--- src/pkg/dshi_params.svh ---
`ifndef DSHI_PARAMS_SVH
`define DSHI_PARAMS_SVH

// framed serial word
`define DSHI_FRAME_BITS 5'd24
`define DSHI_FRAME_LAST 5'd23
`define DSHI_BIT_BANK 23
`define DSHI_BIT_RW 22
`define DSHI_CH_HI 21
`define DSHI_CH_LO 16
`define DSHI_REG_HI 15
`define DSHI_REG_LO 14
`define DSHI_HEAD_HI 23
`define DSHI_HEAD_LO 14
`define DSHI_NOP_HI 23
`define DSHI_NOP_LO 2
`define DSHI_PAD_BITS 2'h0

// two-wire slave
`define DSHI_ADDR_FIXED 5'h15
`define DSHI_ACK_BIT 4'h8
`define DSHI_BYTE_ADDR 2'h0
`define DSHI_BYTE_PTR 2'h1
`define DSHI_BYTE_HI 2'h2
`define DSHI_BYTE_LO 2'h3
`define DSHI_PTR_CH_HI 5
`define DSHI_HI_REG_HI 7
`define DSHI_HI_REG_LO 6
`define DSHI_HI_DATA_HI 3
`define DSHI_I2C_MAX_KHZ 400

// buffering
`define DSHI_FIFO_DEPTH 8

`endif

--- src/pkg/dshi_pkg.sv ---
package dshi_pkg;

    typedef struct packed {
        logic bank;
        logic [5:0] channel;
        logic [1:0] reg_sel;
        logic [11:0] data;
    } dshi_word_t;

    typedef enum logic [3:0] {
        I2C_IDLE = 4'b0001,
        I2C_RX = 4'b0010,
        I2C_ACK = 4'b0100,
        I2C_IGNORE = 4'b1000
    } dshi_i2c_state_t;

    // [0] first stage, [1] second stage, [2] previous second stage
    typedef struct packed {
        logic [2:0] sclk;
        logic [2:0] sync_n;
        logic [1:0] din;
        logic [2:0] scl;
        logic [2:0] sda;
        logic [1:0] if_sel;
        logic [1:0] proto_sel;
        logic [1:0] chain;
        logic [1:0] strap_hi;
        logic [1:0] strap_lo;
    } dshi_pins_t;

endpackage : dshi_pkg

--- src/core/dshi_fifo.sv ---
`timescale 1ns/10ps
module dshi_fifo #(
    parameter int WIDTH = 21,
    parameter int DEPTH = 8
) (
    input wire logic i_core_clk,
    input wire logic i_rstn,
    input wire logic i_in_valid,
    input wire logic [WIDTH-1:0] i_in_data,
    output logic o_in_ready,
    output logic o_out_valid,
    output logic [WIDTH-1:0] o_out_data,
    input wire logic i_out_ready
);
    localparam int AW = (DEPTH > 1) ? $clog2(DEPTH) : 1;

    typedef struct packed {
        logic [DEPTH-1:0][WIDTH-1:0] mem;
        logic [AW-1:0] wp;
        logic [AW-1:0] rp;
        logic [AW:0] cnt;
        logic ov;
        logic [WIDTH-1:0] od;
    } dshi_fifo_st_t;

    dshi_fifo_st_t st_ff;
    dshi_fifo_st_t nxt_st;
    logic push;
    logic load;

    function automatic logic [AW-1:0] ptr_inc(input logic [AW-1:0] p);
        ptr_inc = (p == AW'(DEPTH - 1)) ? '0 : p + 1'b1;
    endfunction : ptr_inc

    // output word sits in its own register, so capacity is DEPTH plus one
    always_comb
    begin
        nxt_st = st_ff;
        push = i_in_valid && (st_ff.cnt < (AW+1)'(DEPTH));
        load = (st_ff.cnt != '0) && (!st_ff.ov || i_out_ready);
        if (load)
        begin
            nxt_st.od = st_ff.mem[st_ff.rp];
            nxt_st.rp = ptr_inc(st_ff.rp);
            nxt_st.ov = 1'b1;
        end
        else if (st_ff.ov && i_out_ready)
        begin
            nxt_st.ov = 1'b0;
        end
        if (push)
        begin
            nxt_st.mem[st_ff.wp] = i_in_data;
            nxt_st.wp = ptr_inc(st_ff.wp);
        end
        nxt_st.cnt = st_ff.cnt + (AW+1)'(push) - (AW+1)'(load);
    end

    always_ff @(posedge i_core_clk)
    begin
        if (!i_rstn)
            st_ff <= '0;
        else
            st_ff <= nxt_st;
    end

    assign o_in_ready = st_ff.cnt < (AW+1)'(DEPTH);
    assign o_out_valid = st_ff.ov;
    assign o_out_data = st_ff.od;

endmodule : dshi_fifo

--- src/core/dshi_core.sv ---
`timescale 1ns/10ps
`include "dshi_params.svh"
module dshi_core #(
    parameter int FIFO_DEPTH = `DSHI_FIFO_DEPTH
) (
    input wire logic i_core_clk,
    input wire logic i_rstn,
    input wire logic i_interface_select,
    input wire logic i_protocol_select,
    input wire logic i_chain_enable,
    input wire logic i_sclk,
    input wire logic i_sync_n,
    input wire logic i_din,
    input wire logic i_scl,
    input wire logic i_sda,
    input wire logic i_address_strap_hi,
    input wire logic i_address_strap_lo,
    input wire logic [11:0] i_rb_data,
    input wire logic i_word_ready,
    output logic o_chained_data_out,
    output logic o_sda_out,
    output logic o_sda_oe,
    output logic o_rb_req,
    output logic [5:0] o_rb_channel,
    output logic [1:0] o_rb_reg,
    output logic o_word_valid,
    output dshi_pkg::dshi_word_t o_word,
    output logic o_overflow,
    output logic o_bad_frame
);

    typedef struct packed {
        dshi_pkg::dshi_pins_t pin;
        logic [23:0] shift;
        logic [4:0] cnt;
        logic active;
        logic seen_fall;
        logic chained_data_out;
        logic rb_wait;
        logic rb_pend;
        logic [9:0] rb_head;
        logic [23:0] rb_word;
        logic rb_req;
        logic [5:0] rb_channel;
        logic [1:0] rb_reg;
        logic push;
        dshi_pkg::dshi_word_t push_word;
        logic overflow;
        logic bad_frame;
        dshi_pkg::dshi_i2c_state_t i2c;
        logic [3:0] bitn;
        logic [1:0] byte_idx;
        logic [7:0] rx;
        logic [7:0] ptr;
        logic [7:0] hi;
        logic sda_oe;
    } dshi_state_t;

    dshi_state_t st_ff;
    dshi_state_t nxt_st;
    logic fifo_in_ready;

    function automatic logic fell(input logic [2:0] p);
        fell = p[2] && !p[1];
    endfunction : fell

    function automatic logic rose(input logic [2:0] p);
        rose = !p[2] && p[1];
    endfunction : rose

    function automatic dshi_pkg::dshi_word_t frame_word(input logic [23:0] f);
        frame_word.bank = f[`DSHI_BIT_BANK];
        frame_word.channel = f[`DSHI_CH_HI:`DSHI_CH_LO];
        frame_word.reg_sel = f[`DSHI_REG_HI:`DSHI_REG_LO];
        frame_word.data = f[`DSHI_REG_LO-1:`DSHI_NOP_LO];
    endfunction : frame_word

    always_comb
    begin
        logic spi_on, i2c_on, standalone, frame_ok, room;
        logic sclk_fall, sclk_rise, sync_fall, sync_rise, scl_fall, scl_rise, start_cond, stop_cond;
        logic [23:0] frame;
        logic [23:0] shifted;
        nxt_st = st_ff;
        spi_on = st_ff.pin.if_sel[1] && !st_ff.pin.proto_sel[1];
        i2c_on = st_ff.pin.if_sel[1] && st_ff.pin.proto_sel[1];
        standalone = !st_ff.pin.chain[1];
        sclk_fall = fell(st_ff.pin.sclk);
        sclk_rise = rose(st_ff.pin.sclk);
        sync_fall = fell(st_ff.pin.sync_n);
        sync_rise = rose(st_ff.pin.sync_n);
        scl_fall = fell(st_ff.pin.scl);
        scl_rise = rose(st_ff.pin.scl);
        start_cond = fell(st_ff.pin.sda) && st_ff.pin.scl[1] && st_ff.pin.scl[2];
        stop_cond = rose(st_ff.pin.sda) && st_ff.pin.scl[1] && st_ff.pin.scl[2];
        shifted = {st_ff.shift[22:0], st_ff.pin.din[1]};
        // a push already in flight has not yet shown in the fifo level
        room = fifo_in_ready && !st_ff.push;
        frame_ok = 1'b0;
        frame = '0;

        // two-flop synchronisers, edges taken between stages two and three
        nxt_st.pin.sclk = {st_ff.pin.sclk[1:0], i_sclk};
        nxt_st.pin.sync_n = {st_ff.pin.sync_n[1:0], i_sync_n};
        nxt_st.pin.din = {st_ff.pin.din[0], i_din};
        nxt_st.pin.scl = {st_ff.pin.scl[1:0], i_scl};
        nxt_st.pin.sda = {st_ff.pin.sda[1:0], i_sda};
        nxt_st.pin.if_sel = {st_ff.pin.if_sel[0], i_interface_select};
        nxt_st.pin.proto_sel = {st_ff.pin.proto_sel[0], i_protocol_select};
        nxt_st.pin.chain = {st_ff.pin.chain[0], i_chain_enable};
        nxt_st.pin.strap_hi = {st_ff.pin.strap_hi[0], i_address_strap_hi};
        nxt_st.pin.strap_lo = {st_ff.pin.strap_lo[0], i_address_strap_lo};

        nxt_st.push = 1'b0;
        nxt_st.rb_req = 1'b0;
        nxt_st.overflow = 1'b0;
        nxt_st.bad_frame = 1'b0;

        // readback source answers in the same cycle as the request
        if (st_ff.rb_wait)
        begin
            nxt_st.rb_word = {st_ff.rb_head, i_rb_data, `DSHI_PAD_BITS};
            nxt_st.rb_pend = 1'b1;
            nxt_st.rb_wait = 1'b0;
        end

        if (!spi_on)
        begin
            nxt_st.active = 1'b0;
        end
        else if (sync_fall)
        begin
            nxt_st.active = 1'b1;
            nxt_st.cnt = '0;
            nxt_st.seen_fall = 1'b0;
            nxt_st.chained_data_out = st_ff.shift[23];
            if (st_ff.rb_pend)
            begin
                nxt_st.shift = st_ff.rb_word;
                nxt_st.chained_data_out = st_ff.rb_word[23];
                nxt_st.rb_pend = 1'b0;
            end
        end
        else if (st_ff.active)
        begin
            if (sync_rise && !standalone)
            begin
                nxt_st.active = 1'b0;
                if (st_ff.cnt == `DSHI_FRAME_BITS)
                begin
                    frame_ok = 1'b1;
                    frame = st_ff.shift;
                end
                else
                begin
                    nxt_st.bad_frame = 1'b1;
                end
            end
            else if (sclk_fall)
            begin
                nxt_st.shift = shifted;
                nxt_st.seen_fall = 1'b1;
                if (st_ff.cnt != `DSHI_FRAME_BITS)
                    nxt_st.cnt = st_ff.cnt + 5'h01;
                if (standalone && st_ff.cnt == `DSHI_FRAME_LAST)
                begin
                    // clock ignored from here until the next sync fall
                    nxt_st.active = 1'b0;
                    frame_ok = 1'b1;
                    frame = shifted;
                end
            end
            else if (sclk_rise && st_ff.seen_fall)
            begin
                // an idle-low clock must not shift out before the first sample
                nxt_st.chained_data_out = st_ff.shift[23];
            end
        end

        if (frame_ok)
        begin
            if (frame[`DSHI_BIT_RW])
            begin
                nxt_st.rb_req = 1'b1;
                nxt_st.rb_channel = frame[`DSHI_CH_HI:`DSHI_CH_LO];
                nxt_st.rb_reg = frame[`DSHI_REG_HI:`DSHI_REG_LO];
                nxt_st.rb_head = frame[`DSHI_HEAD_HI:`DSHI_HEAD_LO];
                nxt_st.rb_wait = 1'b1;
            end
            else if (frame[`DSHI_NOP_HI:`DSHI_NOP_LO] == '0)
            begin
                nxt_st.push = 1'b0;
            end
            else if (room)
            begin
                nxt_st.push = 1'b1;
                nxt_st.push_word = frame_word(frame);
            end
            else
            begin
                nxt_st.overflow = 1'b1;
            end
        end

        if (!i2c_on)
        begin
            nxt_st.i2c = dshi_pkg::I2C_IDLE;
            nxt_st.sda_oe = 1'b0;
        end
        else if (start_cond)
        begin
            nxt_st.i2c = dshi_pkg::I2C_RX;
            nxt_st.bitn = '0;
            nxt_st.byte_idx = `DSHI_BYTE_ADDR;
            nxt_st.sda_oe = 1'b0;
        end
        else if (stop_cond)
        begin
            nxt_st.i2c = dshi_pkg::I2C_IDLE;
            nxt_st.sda_oe = 1'b0;
        end
        else
        begin
            unique case (st_ff.i2c)
                dshi_pkg::I2C_IDLE, dshi_pkg::I2C_IGNORE:
                begin
                    nxt_st.sda_oe = 1'b0;
                end
                dshi_pkg::I2C_RX:
                begin
                    if (scl_rise && st_ff.bitn != `DSHI_ACK_BIT)
                    begin
                        nxt_st.rx = {st_ff.rx[6:0], st_ff.pin.sda[1]};
                        nxt_st.bitn = st_ff.bitn + 4'h1;
                    end
                    else if (scl_fall && st_ff.bitn == `DSHI_ACK_BIT)
                    begin
                        nxt_st.i2c = dshi_pkg::I2C_ACK;
                        nxt_st.sda_oe = 1'b1;
                        unique case (st_ff.byte_idx)
                            `DSHI_BYTE_ADDR:
                            begin
                                nxt_st.byte_idx = `DSHI_BYTE_PTR;
                                if (st_ff.rx != {`DSHI_ADDR_FIXED, st_ff.pin.strap_hi[1],
                                                 st_ff.pin.strap_lo[1], 1'b0})
                                begin
                                    nxt_st.i2c = dshi_pkg::I2C_IGNORE;
                                    nxt_st.sda_oe = 1'b0;
                                end
                            end
                            `DSHI_BYTE_PTR:
                            begin
                                nxt_st.ptr = st_ff.rx;
                                nxt_st.byte_idx = `DSHI_BYTE_HI;
                            end
                            `DSHI_BYTE_HI:
                            begin
                                nxt_st.hi = st_ff.rx;
                                nxt_st.byte_idx = `DSHI_BYTE_LO;
                            end
                            `DSHI_BYTE_LO:
                            begin
                                // a full buffer is refused, the master retries
                                nxt_st.byte_idx = `DSHI_BYTE_PTR;
                                if (room)
                                begin
                                    nxt_st.push = 1'b1;
                                    nxt_st.push_word.bank = 1'b0;
                                    nxt_st.push_word.channel = st_ff.ptr[`DSHI_PTR_CH_HI:0];
                                    nxt_st.push_word.reg_sel = st_ff.hi[`DSHI_HI_REG_HI:`DSHI_HI_REG_LO];
                                    nxt_st.push_word.data = {st_ff.hi[`DSHI_HI_DATA_HI:0], st_ff.rx};
                                end
                                else
                                begin
                                    nxt_st.i2c = dshi_pkg::I2C_IGNORE;
                                    nxt_st.sda_oe = 1'b0;
                                end
                            end
                        endcase
                    end
                end
                dshi_pkg::I2C_ACK:
                begin
                    if (scl_fall)
                    begin
                        nxt_st.sda_oe = 1'b0;
                        nxt_st.bitn = '0;
                        nxt_st.i2c = dshi_pkg::I2C_RX;
                    end
                end
                default:
                begin
                    nxt_st.i2c = dshi_pkg::I2C_IDLE;
                    nxt_st.sda_oe = 1'b0;
                end
            endcase
        end
    end

    always_ff @(posedge i_core_clk)
    begin
        if (!i_rstn)
        begin
            st_ff <= '0;
            st_ff.i2c <= dshi_pkg::I2C_IDLE;
        end
        else
        begin
            st_ff <= nxt_st;
        end
    end

    dshi_fifo #(
        .WIDTH($bits(dshi_pkg::dshi_word_t)),
        .DEPTH(FIFO_DEPTH)
    ) u_fifo (
        .i_core_clk(i_core_clk),
        .i_rstn(i_rstn),
        .i_in_valid(st_ff.push),
        .i_in_data(st_ff.push_word),
        .o_in_ready(fifo_in_ready),
        .o_out_valid(o_word_valid),
        .o_out_data(o_word),
        .i_out_ready(i_word_ready)
    );

    // the clock line is never driven; data line is open drain, low only
    assign o_sda_out = 1'b0;
    assign o_sda_oe = st_ff.sda_oe;
    assign o_chained_data_out = st_ff.chained_data_out;
    assign o_rb_req = st_ff.rb_req;
    assign o_rb_channel = st_ff.rb_channel;
    assign o_rb_reg = st_ff.rb_reg;
    assign o_overflow = st_ff.overflow;
    assign o_bad_frame = st_ff.bad_frame;

endmodule : dshi_core

--- config.mk ---
export PLATFORM = sky130hd
export DESIGN_NAME = dshi_core
export DESIGN_NICKNAME = d
export VERILOG_FILES = /design/src/pkg/dshi_pkg.sv /design/src/core/dshi_fifo.sv /design/src/core/dshi_core.sv
export VERILOG_INCLUDE_DIRS = /design/src /design/src/pkg
export SDC_FILE = /design/constraint.sdc
export NUM_CORES = 1
export LEC_CHECK = 0
export ABC_CLOCK_PERIOD_IN_PS = 5300
export CORE_MARGIN = 3
export CORE_UTILIZATION = 40
export CTS_CLUSTER_DIAMETER = 50
export DETAILED_ROUTE_END_ITERATION = 10
export DONT_BUFFER_PORTS = 1
export GPL_TIMING_DRIVEN = 1
export PLACE_DENSITY = 0.65
export SYNTH_ARGS = -nofsm -noshare
export SYNTH_HDL_FRONTEND = slang
export SYNTH_SLANG_ARGS = --single-unit
--- constraint.sdc ---
create_clock -name i_core_clk -period 5.3 [get_ports i_core_clk]
set_input_delay 0.265 -clock i_core_clk [delete_from_list [all_inputs] [get_ports i_core_clk]]
set_output_delay 0.265 -clock i_core_clk [all_outputs]
set_load 0.005 [all_outputs]
==> impl_metrics.yaml <==
status:
  status: "complete, no violations"
synth:
  synthTopCellsByArea: "dfxtp_1, nand2_1, mux4_2"
  syn_area_um2: 15400
  ys_warn_count: 0
  yosysSeqAreaShare: 0.4484
  async_flop_share: 0
  ys_types: 76
  syn-num-nets: 1774
  synth-seq-cells: 345
  synth_top_area_share: 0.4484
  ys.flop_type: "dfxtp_1"
  yosys.area.top_type: "dfxtp_1"
  synth_edf_count: 0
  netlist_instances: 1730
  avgSynthCellArea_um2: 8.903
sta:
  fin_setup_tns_ns: 0
  finalCritPeriodShare: 0.5461
  clock.fmax_mhz: 345.5
  tightest_slew_ns: 1.142
  final_hold_viol_count: 0
  finalSetupViolations: 0
  drv_slew: 0
  slew_headroom: 0.2377
  skew_ns: 0.02118
  min_period_ns: 2.894
  rsz0062_at_grt: "false"
power:
  power_frac_seq: 0.437
  switchingPower_uw: 1601
  p_per_area_nw_per_um2: 367.6
  finalPower_uw: 6318
  intPower_uw: 4717
  ir_drop_mv: 0.2316
  sw_frac_of_total: 0.2534
  p_comb_frac: 0.124
  leakagePower_uw: 0.006049
  p_clk_frac: 0.439
die:
  start_util: 0.4070
  dieArea_um2: 40900
  die_h_um: 202.2
  fp.coreArea_um2: 37840
  num_io_pins: 61
  die_x_um: 202.2
  rows: 71
worst_setup_path:
  cp-end-kind: "register"
  crit_fanout: 21
  rrSetupSlack_ns: 2.41
  crit_arrival_ns: 3.34
  r2r-start: "nxt_st[156]$_SDFF_PN0_"
  path_class: "reg2reg"
  r2r_end: "st_ff[45]$_SDFF_PN0_"
  crit_path_start_kind: "register"
  worst_r2r_path_depth: 6
  cp_data_required_time_ns: 5.75
cells_and_area:
  synthToLayoutAreaGrowth_pct: 11.58
  drive_gt1_frac: 0.09982
  num_antenna_cells: 0
  fin_area_um2: 17190
  nNetsFinal: 1700
grt:
  grt_pass1_wl_mm: 63.31
  grt_pass1_vias: 11618
  grt-ovfl-total: 0
  track_usage: 0.1899
  antenna_found_initial: 0
  grt_max_degree: 206
detailed_routing:
  routed_wl_mm: 39.08
  drtPass1Iterations: 5
  vias: 11863
  drt.antenna.violating_nets: 0
  drt_iter0_drc: 1126
  viasPerCell: 5.407
  drc: 0
  wl_per_cell_um: 17.81
placed_design:
  place_congestion: 0.8872
  postPlaceCellArea_um2: 15500
  numPortBuffers: 0
  hpwl_mm: 24.17
cts:
  cts.sinks: 345
  post_cts_resize_count: 0
  htreeDepth: 2
  cts_buffers: 37
  clock_path_buffers: 3
  cts_tree: "built"
  clkSlewWorstSetupHoldPaths_ns: 0.06
  clk_latency_ns: 0.54
  clock-root-buffer: "clkbuf_16"
min_path:
  worstHoldPathType: "in2reg"
  hp-start: "i_rstn"
  holdPathEnd: "o_overflow$_SDFF_PP0_"
  hold_depth: 1
flow_run:
  drv_cap: 0
## per-stage QoR
stage / utilization / cells / setup WS [ns] / hold slack, ns
global route: 0.4541 / 2194 / 2.180 / 0.01416
detailed placement: 0.4095 / 2094 / 2.503 / 0.3953
floorplan: - / 1730 / 2.475 / 0.3923
finish: 0.4541 / 2194 / 2.406 / 0.03060
global placement: 0.4095 / 2094 / 2.552 / 0.3955
CTS: 0.4541 / 2194 / 2.471 / 0.003643
## power by group through the flow
stage | logic [µW] | registers, µW | clock network (µW)
after floorplan | 692 | 2790 | 0
after global placement | 743 | 2820 | 0
after detailed placement | 759 | 2830 | 0
after CTS | 805 | 2770 | 2830
after global routing | 883 | 2780 | 2920
final | 784 | 2760 | 2770
## routing by layer
metal,global-route usage,routed length (µm),up-vias
li1,-,-,5755
met1,0.2539,17230,5687
met2,0.3213,18520,356
met3,0.03302,2635,65
met4,0.04628,702,0
met5,0,0,-
## repair_timing
item | CTS | global route
endpoints found under the hold margin | 226 | 0
hold buffers | 34 | 0
buffers inserted | 0 | 0
## flip-flops by register name, summed over array words and instances (netlist names)
name / count
u_fifo.st_ff: 178
st_ff: 126
u_fifo.o_out_data: 21
nxt_st: 14
o_bad_frame: 1
o_chained_data_out: 1
o_overflow: 1
o_rb_req: 1
o_sda_oe: 1
u_fifo.o_out_valid: 1
## critical path, stage by stage, from the launching register on
cell     delay [ns]
dfxtp_1        0.38
and3b_1        0.68
mux2i_1        0.53
and3_1         0.47
o31ai_2        0.20
or3_1          0.39
a31oi_1        0.16
## placed cells by master (no fill, tap or decap), types with 3 or more instances in the layout
cell / n
clkbuf_8: 11
a21boi_0: 112
mux2_2: 12
buf_4: 22
nand3b_1: 5
clkbuf_16: 39
dlygate4sd3_1: 33
a211oi_1: 23
nor4b_1: 3
nand2_1: 429
or2_2: 4
dfxtp_1: 343
mux4_2: 42
and3_1: 4
nor4b_2: 3
o211a_1: 30
ha_1: 18
a21oi_1: 97
nand4b_1: 6
xor2_1: 3
or3_1: 3
clkinv_2: 5
nand3_1: 16
mux2i_1: 77
bufinv_16: 4
nor3_1: 7
o21a_1: 4
a22oi_1: 31
a21o_1: 3
nand2b_1: 8
nor2b_1: 24
inv_1: 24
and2_1: 31
a32oi_1: 4
nor4_1: 4
nor2_1: 98
o211ai_1: 4
a31oi_1: 8
o21ai_0: 30
## final cells by class
| cell class | count | area [µm²] |
|---|---|---|
| fill | 3625 | 20660 |
| multi-input combinational | 1190 | 7685 |
| sequential | 345 | 6909 |
| clock buffer | 52 | 1135 |
| tap | 511 | 639.4 |
| timing repair buffer | 56 | 523.0 |
| clock inverter | 14 | 196.4 |
| inverter | 26 | 98.84 |
## cell families (layout without fill, tap and decap cells)
| group | after synthesis | count (layout) | synth area share |
|---|---|---|---|
| simple gates | 668 | 668 | 0.1897 |
| compound gates | 365 | 365 | 0.1643 |
| flops | 345 | 345 | 0.4484 |
| buf+inv | 195 | 148 | 0.05768 |
| mux | 132 | 132 | 0.1210 |
| fa+ha+maj | 19 | 19 | 0.01592 |
| xor+xnor | 5 | 5 | 0.002844 |
| other cells | 1 | 1 | 0.0002435 |
## worst max-delay path by stage
stage / startpoint / endpoint / slack [ns] / cells after the start
final: nxt_st[156]$_SDFF_PN0_ / st_ff[45]$_SDFF_PN0_ / 2.41 / 6
after global routing: nxt_st[156]$_SDFF_PN0_ / st_ff[98]$_SDFFE_PN0P_ / 2.18 / 7
after CTS: nxt_st[156]$_SDFF_PN0_ / st_ff[45]$_SDFF_PN0_ / 2.47 / 6
after floorplan: u_fifo.st_ff[25]$_SDFF_PN0_ / u_fifo.st_ff[24]$_SDFF_PN0_ / 2.48 / 12
after detailed placement: nxt_st[156]$_SDFF_PN0_ / st_ff[45]$_SDFF_PN0_ / 2.50 / 6
after global placement: st_ff[107]$_SDFFE_PN0P_ / st_ff[47]$_SDFF_PN0_ / 2.55 / 8
## cells in the mapped netlist, types with 5 or more instances
library cell and count:
dfxtp_1 345, a31oi_1 8, nor4_1 5, nand3_1 16
mux2_2 12, buf_1 10, nand4b_1 6, a211oi_1 23
mux2i_1 77, a22oi_1 31, nand2b_1 8, nor3_1 9
inv_1 24, nor2b_1 24, o211a_1 30, a21boi_0 112
nand3b_1 5, a21oi_1 98, o21ai_0 30, mux4_2 42
nor4b_1 5, buf_2 11, buf_4 32, ha_1 18
clkbuf_1 113, and2_1 31, nor2_1 99, nand2_1 429
No activity file was read; power rests on OpenSTA's default activity.
